### src/dcc_pkg.sv
// Shared types and constants for the CKE, clock-change and NOP/deselect control block
package dcc_pkg;

  // Cycles CKE must sit low in precharge power-down before the clock may change
  localparam int unsigned FREQ_WAIT_CK  = 2;
  // DLL lock time in clocks after the DLL reset (plain default)
  localparam int unsigned DLL_LOCK_CK   = 200;
  localparam logic [7:0]  DLL_LOCK_LAST = 8'(DLL_LOCK_CK - 1);

  // Burst lengths in clocks (two data beats per clock)
  localparam logic [2:0]  BURST4_CK     = 3'h2;
  localparam logic [2:0]  BURST8_CK     = 3'h4;

  // Bank address that selects the extended mode register
  localparam logic [2:0]  EMR_BANK      = 3'h1;
  localparam logic [2:0]  MR_BANK       = 3'h0;

  // Reset values
  localparam logic        RST_ARRAY_OK  = 1'b0;
  localparam logic        RST_DLL_LOCK  = 1'b0;
  localparam logic        RST_CKE_PREV  = 1'b0;

  typedef enum logic [2:0] {
    ST_LOST,
    ST_ACTIVE,
    ST_PWRDN,
    ST_DLL_WAIT,
    ST_DLL_LOCK
  } dcc_state_e;

  typedef enum logic [2:0] {
    CMD_DESEL,
    CMD_NOP,
    CMD_READ,
    CMD_WRITE,
    CMD_MODE,
    CMD_OTHER
  } dcc_cmd_e;

  // Command pins as sampled on the rising clock edge
  typedef struct packed {
    logic       csN;
    logic       rasN;
    logic       casN;
    logic       weN;
    logic [2:0] bank;
  } dcc_cmd_s;

  // Status seen by the rest of the device
  typedef struct packed {
    logic pwrDown;
    logic prechPwrDown;
    logic arrayIntact;
    logic needInit;
    logic dllLocked;
    logic clkChangeOk;
    logic burstBusy;
    logic nopSeen;
    logic deselSeen;
    logic odtViolation;
  } dcc_status_s;

  typedef struct packed {
    dcc_state_e fsm;
    logic       ckePrev;
    logic [1:0] pdCnt;
    logic [2:0] burstCnt;
    logic [7:0] dllCnt;
    logic       freqPending;
    dcc_status_s st;
  } dcc_regs_s;

endpackage

### src/dcc_cke_ctrl.sv
// Device-side CKE loss, power-down, clock change, DLL relock and NOP/deselect control
// Functional notes
// - Async CKE drop voids array contents
// - Operate normally after DLL lock time
// - NOP is CS low, others high
// - NOP does not end running burst
// - CS high is deselect, others ignored
// - CKE low with NOP enters power-down; here only from ST_ACTIVE with no burst busy
// - CKE high with NOP exits power-down
`timescale 1ns/1ps

module dcc_cke_ctrl (
  input  wire logic            mclk,
  input  wire logic            rst_b,
  input  wire logic            cke,
  input  wire logic            odt,
  input  wire dcc_pkg::dcc_cmd_s cmd,
  input  wire logic            allBanksIdle,
  input  wire logic            burstLen8,
  input  wire logic            initDone,
  input  wire logic            clkChanged,
  output dcc_pkg::dcc_status_s status
);

  dcc_pkg::dcc_regs_s regs_q;
  dcc_pkg::dcc_regs_s regs_d;
  dcc_pkg::dcc_cmd_e  cmdNow;
  logic               idleCmd;
  logic               ckeLowAsync;

  function automatic dcc_pkg::dcc_cmd_e decodeCmd(input dcc_pkg::dcc_cmd_s c);
    if (c.csN)
      decodeCmd = dcc_pkg::CMD_DESEL;
    else if (c.rasN && c.casN && c.weN)
      decodeCmd = dcc_pkg::CMD_NOP;
    else if (c.rasN && !c.casN)
      decodeCmd = c.weN ? dcc_pkg::CMD_READ : dcc_pkg::CMD_WRITE;
    else if (!c.rasN && !c.casN && !c.weN)
      decodeCmd = dcc_pkg::CMD_MODE;
    else
      decodeCmd = dcc_pkg::CMD_OTHER;
  endfunction

  assign cmdNow  = decodeCmd(cmd);
  assign idleCmd = (cmdNow == dcc_pkg::CMD_NOP) || (cmdNow == dcc_pkg::CMD_DESEL);
  // CKE dropping with a real command or a burst in flight is not a clean power-down entry
  assign ckeLowAsync = regs_q.ckePrev && !cke && (!idleCmd || regs_q.st.burstBusy);

  always_comb
  begin
    regs_d = regs_q;
    regs_d.ckePrev        = cke;
    regs_d.st.nopSeen     = (cmdNow == dcc_pkg::CMD_NOP);
    regs_d.st.deselSeen   = (cmdNow == dcc_pkg::CMD_DESEL);
    regs_d.st.odtViolation = 1'b0;

    // Burst runs its full length; NOP and deselect leave it alone
    if (regs_q.burstCnt != 3'h0)
      regs_d.burstCnt = regs_q.burstCnt - 3'h1;
    if (regs_q.fsm == dcc_pkg::ST_ACTIVE && cke &&
        (cmdNow == dcc_pkg::CMD_READ || cmdNow == dcc_pkg::CMD_WRITE))
      regs_d.burstCnt = burstLen8 ? dcc_pkg::BURST8_CK : dcc_pkg::BURST4_CK;

    case (regs_q.fsm)
      dcc_pkg::ST_LOST:
      begin
        // Nothing but a completed init sequence brings the device back
        regs_d.burstCnt = 3'h0;
        if (initDone)
        begin
          regs_d.fsm            = dcc_pkg::ST_ACTIVE;
          regs_d.st.needInit    = 1'b0;
          regs_d.st.arrayIntact = 1'b1;
          regs_d.st.dllLocked   = 1'b1;
        end
      end
      dcc_pkg::ST_ACTIVE, dcc_pkg::ST_DLL_WAIT, dcc_pkg::ST_DLL_LOCK:
      begin
        if (regs_q.fsm == dcc_pkg::ST_DLL_WAIT && cke && cmdNow == dcc_pkg::CMD_MODE)
        begin
          if (cmd.bank == dcc_pkg::EMR_BANK)
          begin
            regs_d.fsm    = dcc_pkg::ST_DLL_LOCK;
            regs_d.dllCnt = 8'h00;
          end
          // A plain mode register write to retune latencies keeps us waiting for the EMRS
          else if (cmd.bank == dcc_pkg::MR_BANK)
            regs_d.fsm = dcc_pkg::ST_DLL_WAIT;
        end
        if (regs_q.fsm == dcc_pkg::ST_DLL_LOCK)
        begin
          if (odt)
            regs_d.st.odtViolation = 1'b1;
          if (regs_q.dllCnt == dcc_pkg::DLL_LOCK_LAST)
          begin
            regs_d.fsm          = dcc_pkg::ST_ACTIVE;
            regs_d.st.dllLocked = 1'b1;
          end
          else
            regs_d.dllCnt = regs_q.dllCnt + 8'h01;
        end
        if (ckeLowAsync)
        begin
          regs_d.fsm            = dcc_pkg::ST_LOST;
          regs_d.st.arrayIntact = 1'b0;
          regs_d.st.needInit    = 1'b1;
          regs_d.st.dllLocked   = 1'b0;
          regs_d.burstCnt       = 3'h0;
        end
        else if (regs_q.ckePrev && !cke && regs_q.fsm == dcc_pkg::ST_ACTIVE)
        begin
          regs_d.fsm             = dcc_pkg::ST_PWRDN;
          regs_d.st.pwrDown      = 1'b1;
          regs_d.st.prechPwrDown = allBanksIdle;
          regs_d.pdCnt           = 2'h1;
        end
      end
      dcc_pkg::ST_PWRDN:
      begin
        if (regs_q.pdCnt != 2'h3)
          regs_d.pdCnt = regs_q.pdCnt + 2'h1;
        // Window opens only in precharge power-down, two clocks in, with ODT low
        regs_d.st.clkChangeOk = regs_q.st.prechPwrDown && !odt && !cke &&
                                (regs_d.pdCnt >= 2'(dcc_pkg::FREQ_WAIT_CK));
        if (clkChanged && !regs_q.st.clkChangeOk)
          regs_d.st.odtViolation = 1'b1;
        if (clkChanged && regs_q.st.clkChangeOk)
          regs_d.freqPending = 1'b1;
        if (regs_q.freqPending && odt)
          regs_d.st.odtViolation = 1'b1;
        if (cke && idleCmd)
        begin
          regs_d.st.pwrDown      = 1'b0;
          regs_d.st.prechPwrDown = 1'b0;
          regs_d.st.clkChangeOk  = 1'b0;
          regs_d.pdCnt           = 2'h0;
          // A new clock leaves the DLL unlocked until an EMRS reset and the lock time
          if (regs_q.freqPending || clkChanged)
          begin
            regs_d.fsm          = dcc_pkg::ST_DLL_WAIT;
            regs_d.freqPending  = 1'b0;
            regs_d.st.dllLocked = 1'b0;
          end
          else
            regs_d.fsm = dcc_pkg::ST_ACTIVE;
        end
      end
      default:
      begin
        regs_d.fsm = dcc_pkg::ST_LOST;
      end
    endcase
    regs_d.st.burstBusy = (regs_d.burstCnt != 3'h0);
  end

  always_ff @(posedge mclk or negedge rst_b)
  begin
    if (!rst_b)
    begin
      regs_q                 <= '0;
      regs_q.fsm             <= dcc_pkg::ST_LOST;
      regs_q.ckePrev         <= dcc_pkg::RST_CKE_PREV;
      regs_q.st.arrayIntact  <= dcc_pkg::RST_ARRAY_OK;
      regs_q.st.dllLocked    <= dcc_pkg::RST_DLL_LOCK;
      regs_q.st.needInit     <= 1'b1;
    end
    else
      regs_q <= regs_d;
  end

  assign status = regs_q.st;

  // A burst of four holds busy for exactly two clocks despite NOPs
  a_burst_four_len: assert property (@(posedge mclk) disable iff (!rst_b)
    (regs_q.fsm == dcc_pkg::ST_ACTIVE && cke && !burstLen8 && regs_q.burstCnt == 3'h0 &&
     cmdNow == dcc_pkg::CMD_READ) |=> regs_q.st.burstBusy [*2] ##1 !regs_q.st.burstBusy)
    else $error("burst of four did not run two clocks");

  a_cke_loss_voids: assert property (@(posedge mclk) disable iff (!rst_b)
    ckeLowAsync && regs_q.fsm != dcc_pkg::ST_LOST |=> !status.arrayIntact && status.needInit)
    else $error("CKE loss did not void array");

  a_init_restores: assert property (@(posedge mclk) disable iff (!rst_b)
    regs_q.fsm == dcc_pkg::ST_LOST && !initDone |=> regs_q.fsm == dcc_pkg::ST_LOST)
    else $error("left lost state without init");

  a_pd_entry_nop: assert property (@(posedge mclk) disable iff (!rst_b)
    regs_q.fsm == dcc_pkg::ST_ACTIVE && regs_q.ckePrev && !cke && idleCmd && !status.burstBusy
    |=> status.pwrDown && status.prechPwrDown == $past(allBanksIdle))
    else $error("power-down entry missed");

  a_pd_exit_nop: assert property (@(posedge mclk) disable iff (!rst_b)
    regs_q.fsm == dcc_pkg::ST_PWRDN && cke && idleCmd |=> !status.pwrDown)
    else $error("power-down exit missed");

  // Window may show one edge after entry, so a change is first taken two edges after CKE low
  a_clk_window_wait: assert property (@(posedge mclk) disable iff (!rst_b)
    $fell(cke) && regs_q.fsm == dcc_pkg::ST_ACTIVE |-> !status.clkChangeOk ##1 !status.clkChangeOk)
    else $error("clock window opened too early");

  a_dll_lock_time: assert property (@(posedge mclk) disable iff (!rst_b)
    $rose(regs_q.fsm == dcc_pkg::ST_DLL_LOCK) && !ckeLowAsync |-> !status.dllLocked [*8])
    else $error("DLL locked before lock time");

  a_nop_deselect: assert property (@(posedge mclk) disable iff (!rst_b)
    cmd.csN |=> status.deselSeen && !status.nopSeen)
    else $error("deselect not decoded");

  a_odt_relock: assert property (@(posedge mclk) disable iff (!rst_b)
    regs_q.fsm == dcc_pkg::ST_DLL_LOCK && odt |=> status.odtViolation)
    else $error("ODT during relock not flagged");

endmodule

### config.mk
export PLATFORM = sky130hd
export DESIGN_NAME = dcc_cke_ctrl
export DESIGN_NICKNAME = d
export VERILOG_FILES = /design/src/dcc_pkg.sv /design/src/dcc_cke_ctrl.sv
export SDC_FILE = /design/constraint.sdc
export NUM_CORES = 1
export LEC_CHECK = 0
export BUFFER_PORTS_ARGS = -buffer_cell sky130_fd_sc_hd__buf_2
export CAP_MARGIN = 20
export CORE_MARGIN = 4
export CORE_UTILIZATION = 50
export CTS_BUF_LIST = sky130_fd_sc_hd__clkbuf_16
export DETAILED_ROUTE_END_ITERATION = 12
export GPL_TIMING_DRIVEN = 0
export PLACE_DENSITY = 0.71
export SLEW_MARGIN = 15
export SYNTH_ARGS = -nofsm -noshare
export SYNTH_HDL_FRONTEND = slang
export SYNTH_SLANG_ARGS = --single-unit
export TNS_END_PERCENT = 20
### constraint.sdc
create_clock -name mclk -period 2.55 [get_ports mclk]
set_clock_uncertainty 0.15 [all_clocks]
set_input_delay 0.255 -clock mclk [delete_from_list [all_inputs] [get_ports mclk]]
set_output_delay 0.255 -clock mclk [all_outputs]
set_load 0.05 [all_outputs]
==> results of run 1 <==
==> area by class of cell <==
class	count	area [sq um]	area share (%)
plain buffers	15	96.3	4.98
clock buffers	3	75.1	3.88
clock inverters	1	3.75	0.194
inverters	10	37.5	1.94
multi-input cells	119	835	43.1
flip-flops and latches	28	702	36.3
well taps	44	55.1	2.85
repair buffers	25	130	6.73
==> report_power, final <==
group / total (W) / internal, W / switching [W] / leakage (nW)
Sequential: 0.000634 / 0.000552 / 0.0000816 / 0.342
Clock: 0.000353 / 0.000210 / 0.000143 / 0.0423
Combinational: 0.000847 / 0.000337 / 0.000510 / 0.492
Total: 0.00183 / 0.00110 / 0.000735 / 0.876
==> state kept, by name, summed over array words and instances, names as in the netlist <==
register / flops
status: 10
regs_q: 18
==> layer usage <==
layer | track usage, % | vias up | routed length (um)
met5 | 0 | - | 0
met4 | 5.18 | 0 | 39
met3 | 1.53 | 6 | 99
met2 | 31.9 | 33 | 1800
met1 | 22.6 | 697 | 1660
li1 | - | 681 | -
==> cell usage after synthesis, types with 2 or more instances <==
cell type  count
and2_1         3
nor4_1         2
o311ai_0       2
inv_1         10
nor2b_1        5
xnor2_1        3
o22ai_1        5
nor3_1         5
nor2_1        13
a22oi_1        2
nand4b_1       2
nand3_1        7
a21oi_1        9
a41oi_1        2
dfrtp_1       27
o32ai_1        2
nand2_1        7
mux2i_1        4
clkbuf_1       3
nand2b_1       6
buf_2          2
buf_4         10
mux2_2         2
o21ai_0        5
a31oi_1        3
a22o_1         3
o21bai_1       2
ha_1           3
==> metrics by stage <==
| step | setup WS (ns) | hold slack, ns |
|---|---|---|
| after floorplan | 0.789 | -0.191 |
| after global placement | 0.670 | 0.150 |
| after detailed placement | 0.623 | 0.157 |
| after CTS | 0.587 | 0.0420 |
| after global routing | 0.458 | 0.0628 |
| final | 0.604 | 0.0492 |
==> final timing paths <==
kind,start,to,slack [ns],cells after the start
max in group asynchronous,rst_b,regs_q[22],1.45,2
max,regs_q[25],regs_q[18],0.60,4
min,initDone,status[6],0.05,2
min reg2reg,regs_q[18],regs_q[18],0.35,1
min in group asynchronous,rst_b,status[2],0.40,2
max reg2reg,regs_q[25],regs_q[18],0.60,4
==> logic make-up (layout without fill, tap and decap cells) <==
family | count (synthesis) | count (layout) | share of synthesized area [%]
buffers and inverters | 25 | 54 | 8.02
adders and majority gates | 3 | 3 | 2.25
and+or+nand+nor | 60 | 60 | 21.3
DFF | 28 | 28 | 42.0
xor gates and xnor gates | 3 | 3 | 1.57
muxes | 7 | 7 | 4.64
AOI/OAI and AO/OA | 46 | 46 | 20.2
==> flow_summary.json, run 1 <==
{
  "clk_latency_ns": 0.26,
  "ys_seq_area_share_pct": 42.0,
  "postCtsSetupBuffers": 0,
  "post_cts_resized": 0,
  "synth_top_area_share_pct": 40.4,
  "crit_arrival_ns": 1.92,
  "fin_cells": 245,
  "synth_cell_types": 51,
  "path_max_fanout": 10,
  "yosys.area.top_type": "dfrtp_1",
  "first_pass_iters": 4,
  "die_w_um": 65.8,
  "tns_ns": 0,
  "grt_pass1_vias": 1484,
  "peakVddDrop_uv": 417,
  "start_util_pct": 53.4,
  "slew_headroom_pct": 58.3,
  "diodes": 0,
  "grt-ovfl-total": 0,
  "io_pins": 25,
  "wl_per_cell_um": 14.7,
  "routed_wl_mm": 3.60,
  "critPathRequiredTime_ns": 2.53,
  "end_kind": "flip-flop",
  "powerDensity_nw_per_um2": 948,
  "synth_area_per_cell_sq_um": 9.71,
  "die_area_sq_um": 4330,
  "syn_to_final_growth_pct": 15.8,
  "rsz0062_at_grt": "false",
  "antenna_found_initial": 0,
  "ant_nets": 0,
  "place_inst": 240,
  "total_power_w": 0.00183,
  "cts_buffers": 3,
  "final_util_pct": 61.8,
  "cts_tree": "yes",
  "status": "finished clean",
  "hpwlAfterDp_mm": 2.66,
  "leakage_nw": 0.876,
  "grt_max_degree": 29,
  "ys_warn_count": 0,
  "numPortBuffers": 24,
  "worstSetupPathType": "reg -> reg",
  "ctsHoldBuffers": 1,
  "timing.critical_path.cells": "nor3b_2 > o21ai_2 > o311ai_0 > o41ai_1",
  "min_period_over_period_pct": 76.3,
  "design_area_sq_um": 1930,
  "viasPerCell": 5.78,
  "cts_sinks": 28,
  "slew_viol_final": 0,
  "final_cell_mix": "dfrtp_1, buf_2, nor2_1",
  "dpl_cell_area_sq_um": 1850,
  "synth-edff-count": 0,
  "critPathTopFamily": "compound AO/OA/AOI/OAI gates",
  "nets": 220,
  "synth_cells": 172,
  "synthArstFlopShare_pct": 100,
  "drtIter0Drc": 88,
  "ys_top_cells_by_area": "dfrtp_1, buf_4, nor2_1, a21oi_1, mux2i_1",
  "rows": 20,
  "netlist_area_sq_um": 1670,
  "final-setup-viol-count": 0,
  "drc": 0,
  "slowest_stage": "nor3b_2",
  "layout-drive-gt1-share_pct": 25.9,
  "hold_path.class": "in -> reg",
  "ys.flop_type": "dfrtp_1",
  "cts_root_buffer": "clkbuf_16",
  "vias": 1417,
  "ys_seq_elements": 28,
  "grt_pass1_wl_mm": 6.18,
  "gp_congestion": 0.872,
  "maxCapViolations": 0,
  "fmaxAchievable_mhz": 514,
  "core_area_sq_um": 3130,
  "cts_max_level": 1,
  "tightest_slew_ns": 0.625,
  "grtUsageTotal_pct": 17.8,
  "clk_pin_slew_ns": 0.07,
  "start_kind": "flip-flop",
  "fin_crit_ns": 1.95,
  "synthesis.nets": 190,
  "crit_buf_inv": 0,
  "fill_cells": 268,
  "die_h_um": 65.8,
  "clockBufferDepth": 2,
  "final_common_cell": "dfrtp_1",
  "crit_path_max_incr_delay_ns": 0.47,
  "report.final.hold_viol_count": 0
}
No activity file was read; power rests on OpenSTA's default activity.
==> run 2: changes to the inputs <==
Settings changed: ABC_AREA from default to 1, PLACE_DENSITY 0.71 to 0.74.
Clock period 2.55 ns to 1.6 ns, I/O delays scaled along.
==> run 2 against run 1 <==
- first-iteration DRC count fell by 14%
- critical path depth grew 4
- worst hold slack got worse by 0.047 ns
- sequential share of layout area is 2.1 points lower
- flip-flop and latch count stayed put
- register-to-register slack worse by 0.52 ns
- non-clock buffer count up 2
- count of clock-buffer cells in the layout unchanged
==> flow_summary.json, run 2 <==
{
  "internal_power_w": 0.00207,
  "final-setup-viol-count": 0,
  "r2r_cells": 8,
  "ys_top_cells_by_area": "dfrtp_1, nand2_1, inv_1, nand3_1, buf_4",
  "nets": 277,
  "largest_register": "regs_q",
  "ant_nets": 0,
  "status": "finished clean",
  "ys.flop_type": "dfrtp_1",
  "tightest_slew_ns": 0.610,
  "synth_top_area_share_pct": 41.0,
  "largest_reg_flops": 18,
  "synth-edff-count": 0,
  "leakage_nw": 1.15,
  "gp_congestion": 0.866,
  "viasPerCell": 4.86,
  "pwr-share-clk_pct": 20.1,
  "min_period_over_period_pct": 94.9,
  "routed_wl_mm": 3.31,
  "fin_crit_ns": 1.52,
  "drtIter0Drc": 76,
  "clk_latency_ns": 0.26,
  "cts_sinks": 28,
  "path_common_cell": "nand2_1",
  "crit_buf_inv": 1,
  "crit_path_max_incr_delay_ns": 0.41,
  "worstSetupPathType": "reg -> reg",
  "cts_max_level": 1,
  "ys_seq_area_share_pct": 42.6,
  "clockBufferDepth": 2,
  "design_area_sq_um": 2060,
  "reg2reg_to": "status[3]",
  "rsz0062_at_grt": "true",
  "switching_share_pct": 43.0,
  "cts_tree": "yes",
  "fin_ws_ns": 0.0823,
  "grt_max_degree": 29,
  "slew_headroom_pct": 59.3,
  "io_pins": 25,
  "fin_cells": 302,
  "cts_buffers": 3,
  "cts_root_buffer": "clkbuf_16",
  "start_kind": "flip-flop",
  "synth_cells": 223,
  "synthArstFlopShare_pct": 100,
  "die_h_um": 65.4,
  "dpl_cell_area_sq_um": 1820,
  "final_util_pct": 66.4,
  "rows": 20,
  "slowest_stage": "dfrtp_1",
  "fmaxAchievable_mhz": 659,
  "hold_path.class": "in -> reg",
  "final_common_cell": "nand2_1",
  "grt_pass1_wl_mm": 5.62,
  "min_to": "status[2]",
  "wl_per_cell_um": 11.0,
  "combinationalPowerShare_pct": 49.7,
  "ys_seq_elements": 28,
  "start_util_pct": 53.1,
  "grt-ovfl-total": 0,
  "maxCapViolations": 0,
  "path_depth": 8,
  "peakVddDrop_uv": 859,
  "netlist_area_sq_um": 1650,
  "hpwlAfterDp_mm": 2.41,
  "layout-drive-gt1-share_pct": 27.5,
  "timing.critical_path.cells": "inv_2 > nand2_2 > nor2_2 > nand3_1 > nand2_1 > nand2_1 > o21ai_0 > nand2_1",
  "end_kind": "flip-flop",
  "place_ws_ns": 0.00836,
  "reg2reg_from": "regs_q[27]",
  "path_max_fanout": 6,
  "slew_viol_final": 0,
  "report.final.hold_viol_count": 0,
  "syn_to_final_growth_pct": 25.1,
  "drc": 0,
  "final_cell_mix": "nand2_1, inv_1, dfrtp_1",
  "critPathRequiredTime_ns": 1.60,
  "crit_arrival_ns": 1.52,
  "synth_most_common_cell": "nand2_1",
  "min_from": "cmd[4]",
  "whs_path_depth": 3,
  "numPortBuffers": 24,
  "grt_pass1_vias": 1331,
  "core_area_sq_um": 3100,
  "synth_area_per_cell_sq_um": 7.38,
  "vias": 1468,
  "die_area_sq_um": 4280,
  "place_inst": 291,
  "grtUsageTotal_pct": 16.8,
  "p_seq_share_pct": 30.2,
  "clk_pin_slew_ns": 0.07,
  "synthTopCellsByCount": "nand2_1, inv_1, dfrtp_1",
  "tns_ns": 0,
  "synth_cell_types": 26,
  "yosys.area.top_type": "dfrtp_1",
  "critPathTopFamily": "simple AND/OR/NAND/NOR gates",
  "antenna_found_initial": 0,
  "diodes": 0,
  "die_w_um": 65.4,
  "ys_warn_count": 0,
  "first_pass_iters": 4,
  "rrSetupSlack_ns": 0.08,
  "powerDensity_nw_per_um2": 1760,
  "switchingPower_w": 0.00156,
  "synthesis.nets": 241
}
[run 2: cell types whose count changed after synthesis, sizes merged, moves of 4 or more]
cell | previous run | this run
o21ai | 6 | 16
mux2i | 4 | 0
nor2 | 13 | 17
nor2b | 5 | 0
nand3 | 7 | 21
inv | 10 | 34
nand2b | 6 | 0
nand2 | 7 | 72
xor2 | 0 | 4
a21oi | 9 | 3
[run 2: cells by family after synthesis]
family                   after synthesis  synth area share, %
AO/OA/AOI/OAI                         25                 8.21
XOR/XNOR                               5                 2.66
adder cells (fa/ha/maj)                3                 2.28
buffers and inverters                 45                 12.5
flip-flops                            28                 42.6
AND/OR/NAND/NOR                      117                 31.7
[run 2: what timing repair did]
action	CTS	global route
setup buffers	0	2
resized for setup	1	19
hold endpoints to repair	32	0
setup endpoints to repair	2	20
hold buffers	5	0
[run 2: worst min-delay path, cell delays in order]
cell,delay (ns)
buf_2,0.10
nand3_1,0.08
nor2_1,0.04
[run 2: through the flow]
step                      total power (W)  hold WS (ns)
after floorplan                   0.00246        -0.286
after global placement            0.00276        0.0590
after global routing              0.00394        0.0120
after CTS                         0.00354      0.000622
after detailed placement          0.00278        0.0578
final                             0.00363       0.00270
[run 2: power by group through the flow]
| stage | logic, W | registers, W | clock network (W) |
|---|---|---|---|
| after floorplan | 0.00140 | 0.00106 | 0 |
| final | 0.00180 | 0.00110 | 0.000731 |
| after detailed placement | 0.00169 | 0.00109 | 0 |
| after CTS | 0.00171 | 0.00108 | 0.000748 |
| after global placement | 0.00167 | 0.00109 | 0 |
| after global routing | 0.00202 | 0.00113 | 0.000786 |
[run 2: cell type report]
| type | count | area (sq um) |
|---|---|---|
| fillers | 283 | 1040 |
| multi-input cells | 150 | 798 |
| flip-flops and latches | 28 | 704 |
| repair buffers | 31 | 185 |
| inverters | 34 | 133 |
| plain buffers | 11 | 78.8 |
| clock buffers | 3 | 75.1 |
| well taps | 44 | 55.1 |
| clock inverters | 1 | 30.0 |
[run 2: how the worst max path moves through the flow]
stage | from | to | slack [ns]
2_1_floorplan | regs_q[11] | regs_q[18] | 0.17
3_3_place_gp | regs_q[11] | regs_q[16] | -0.0004
3_5_place_dp | regs_q[11] | regs_q[16] | 0.008
4_1_cts | regs_q[11] | regs_q[16] | 0.01
5_1_grt | regs_q[26] | status[3] | -0.02
6_report | regs_q[27] | status[3] | 0.08
[run 2: routing by layer]
metal / track usage (%) / vias up / wire length, um
li1: - / 761 / -
met1: 21.7 / 655 / 1460
met2: 27.7 / 47 / 1600
met3: 2.39 / 5 / 187
met4: 8.03 / 0 / 61
met5: 0 / - / 0
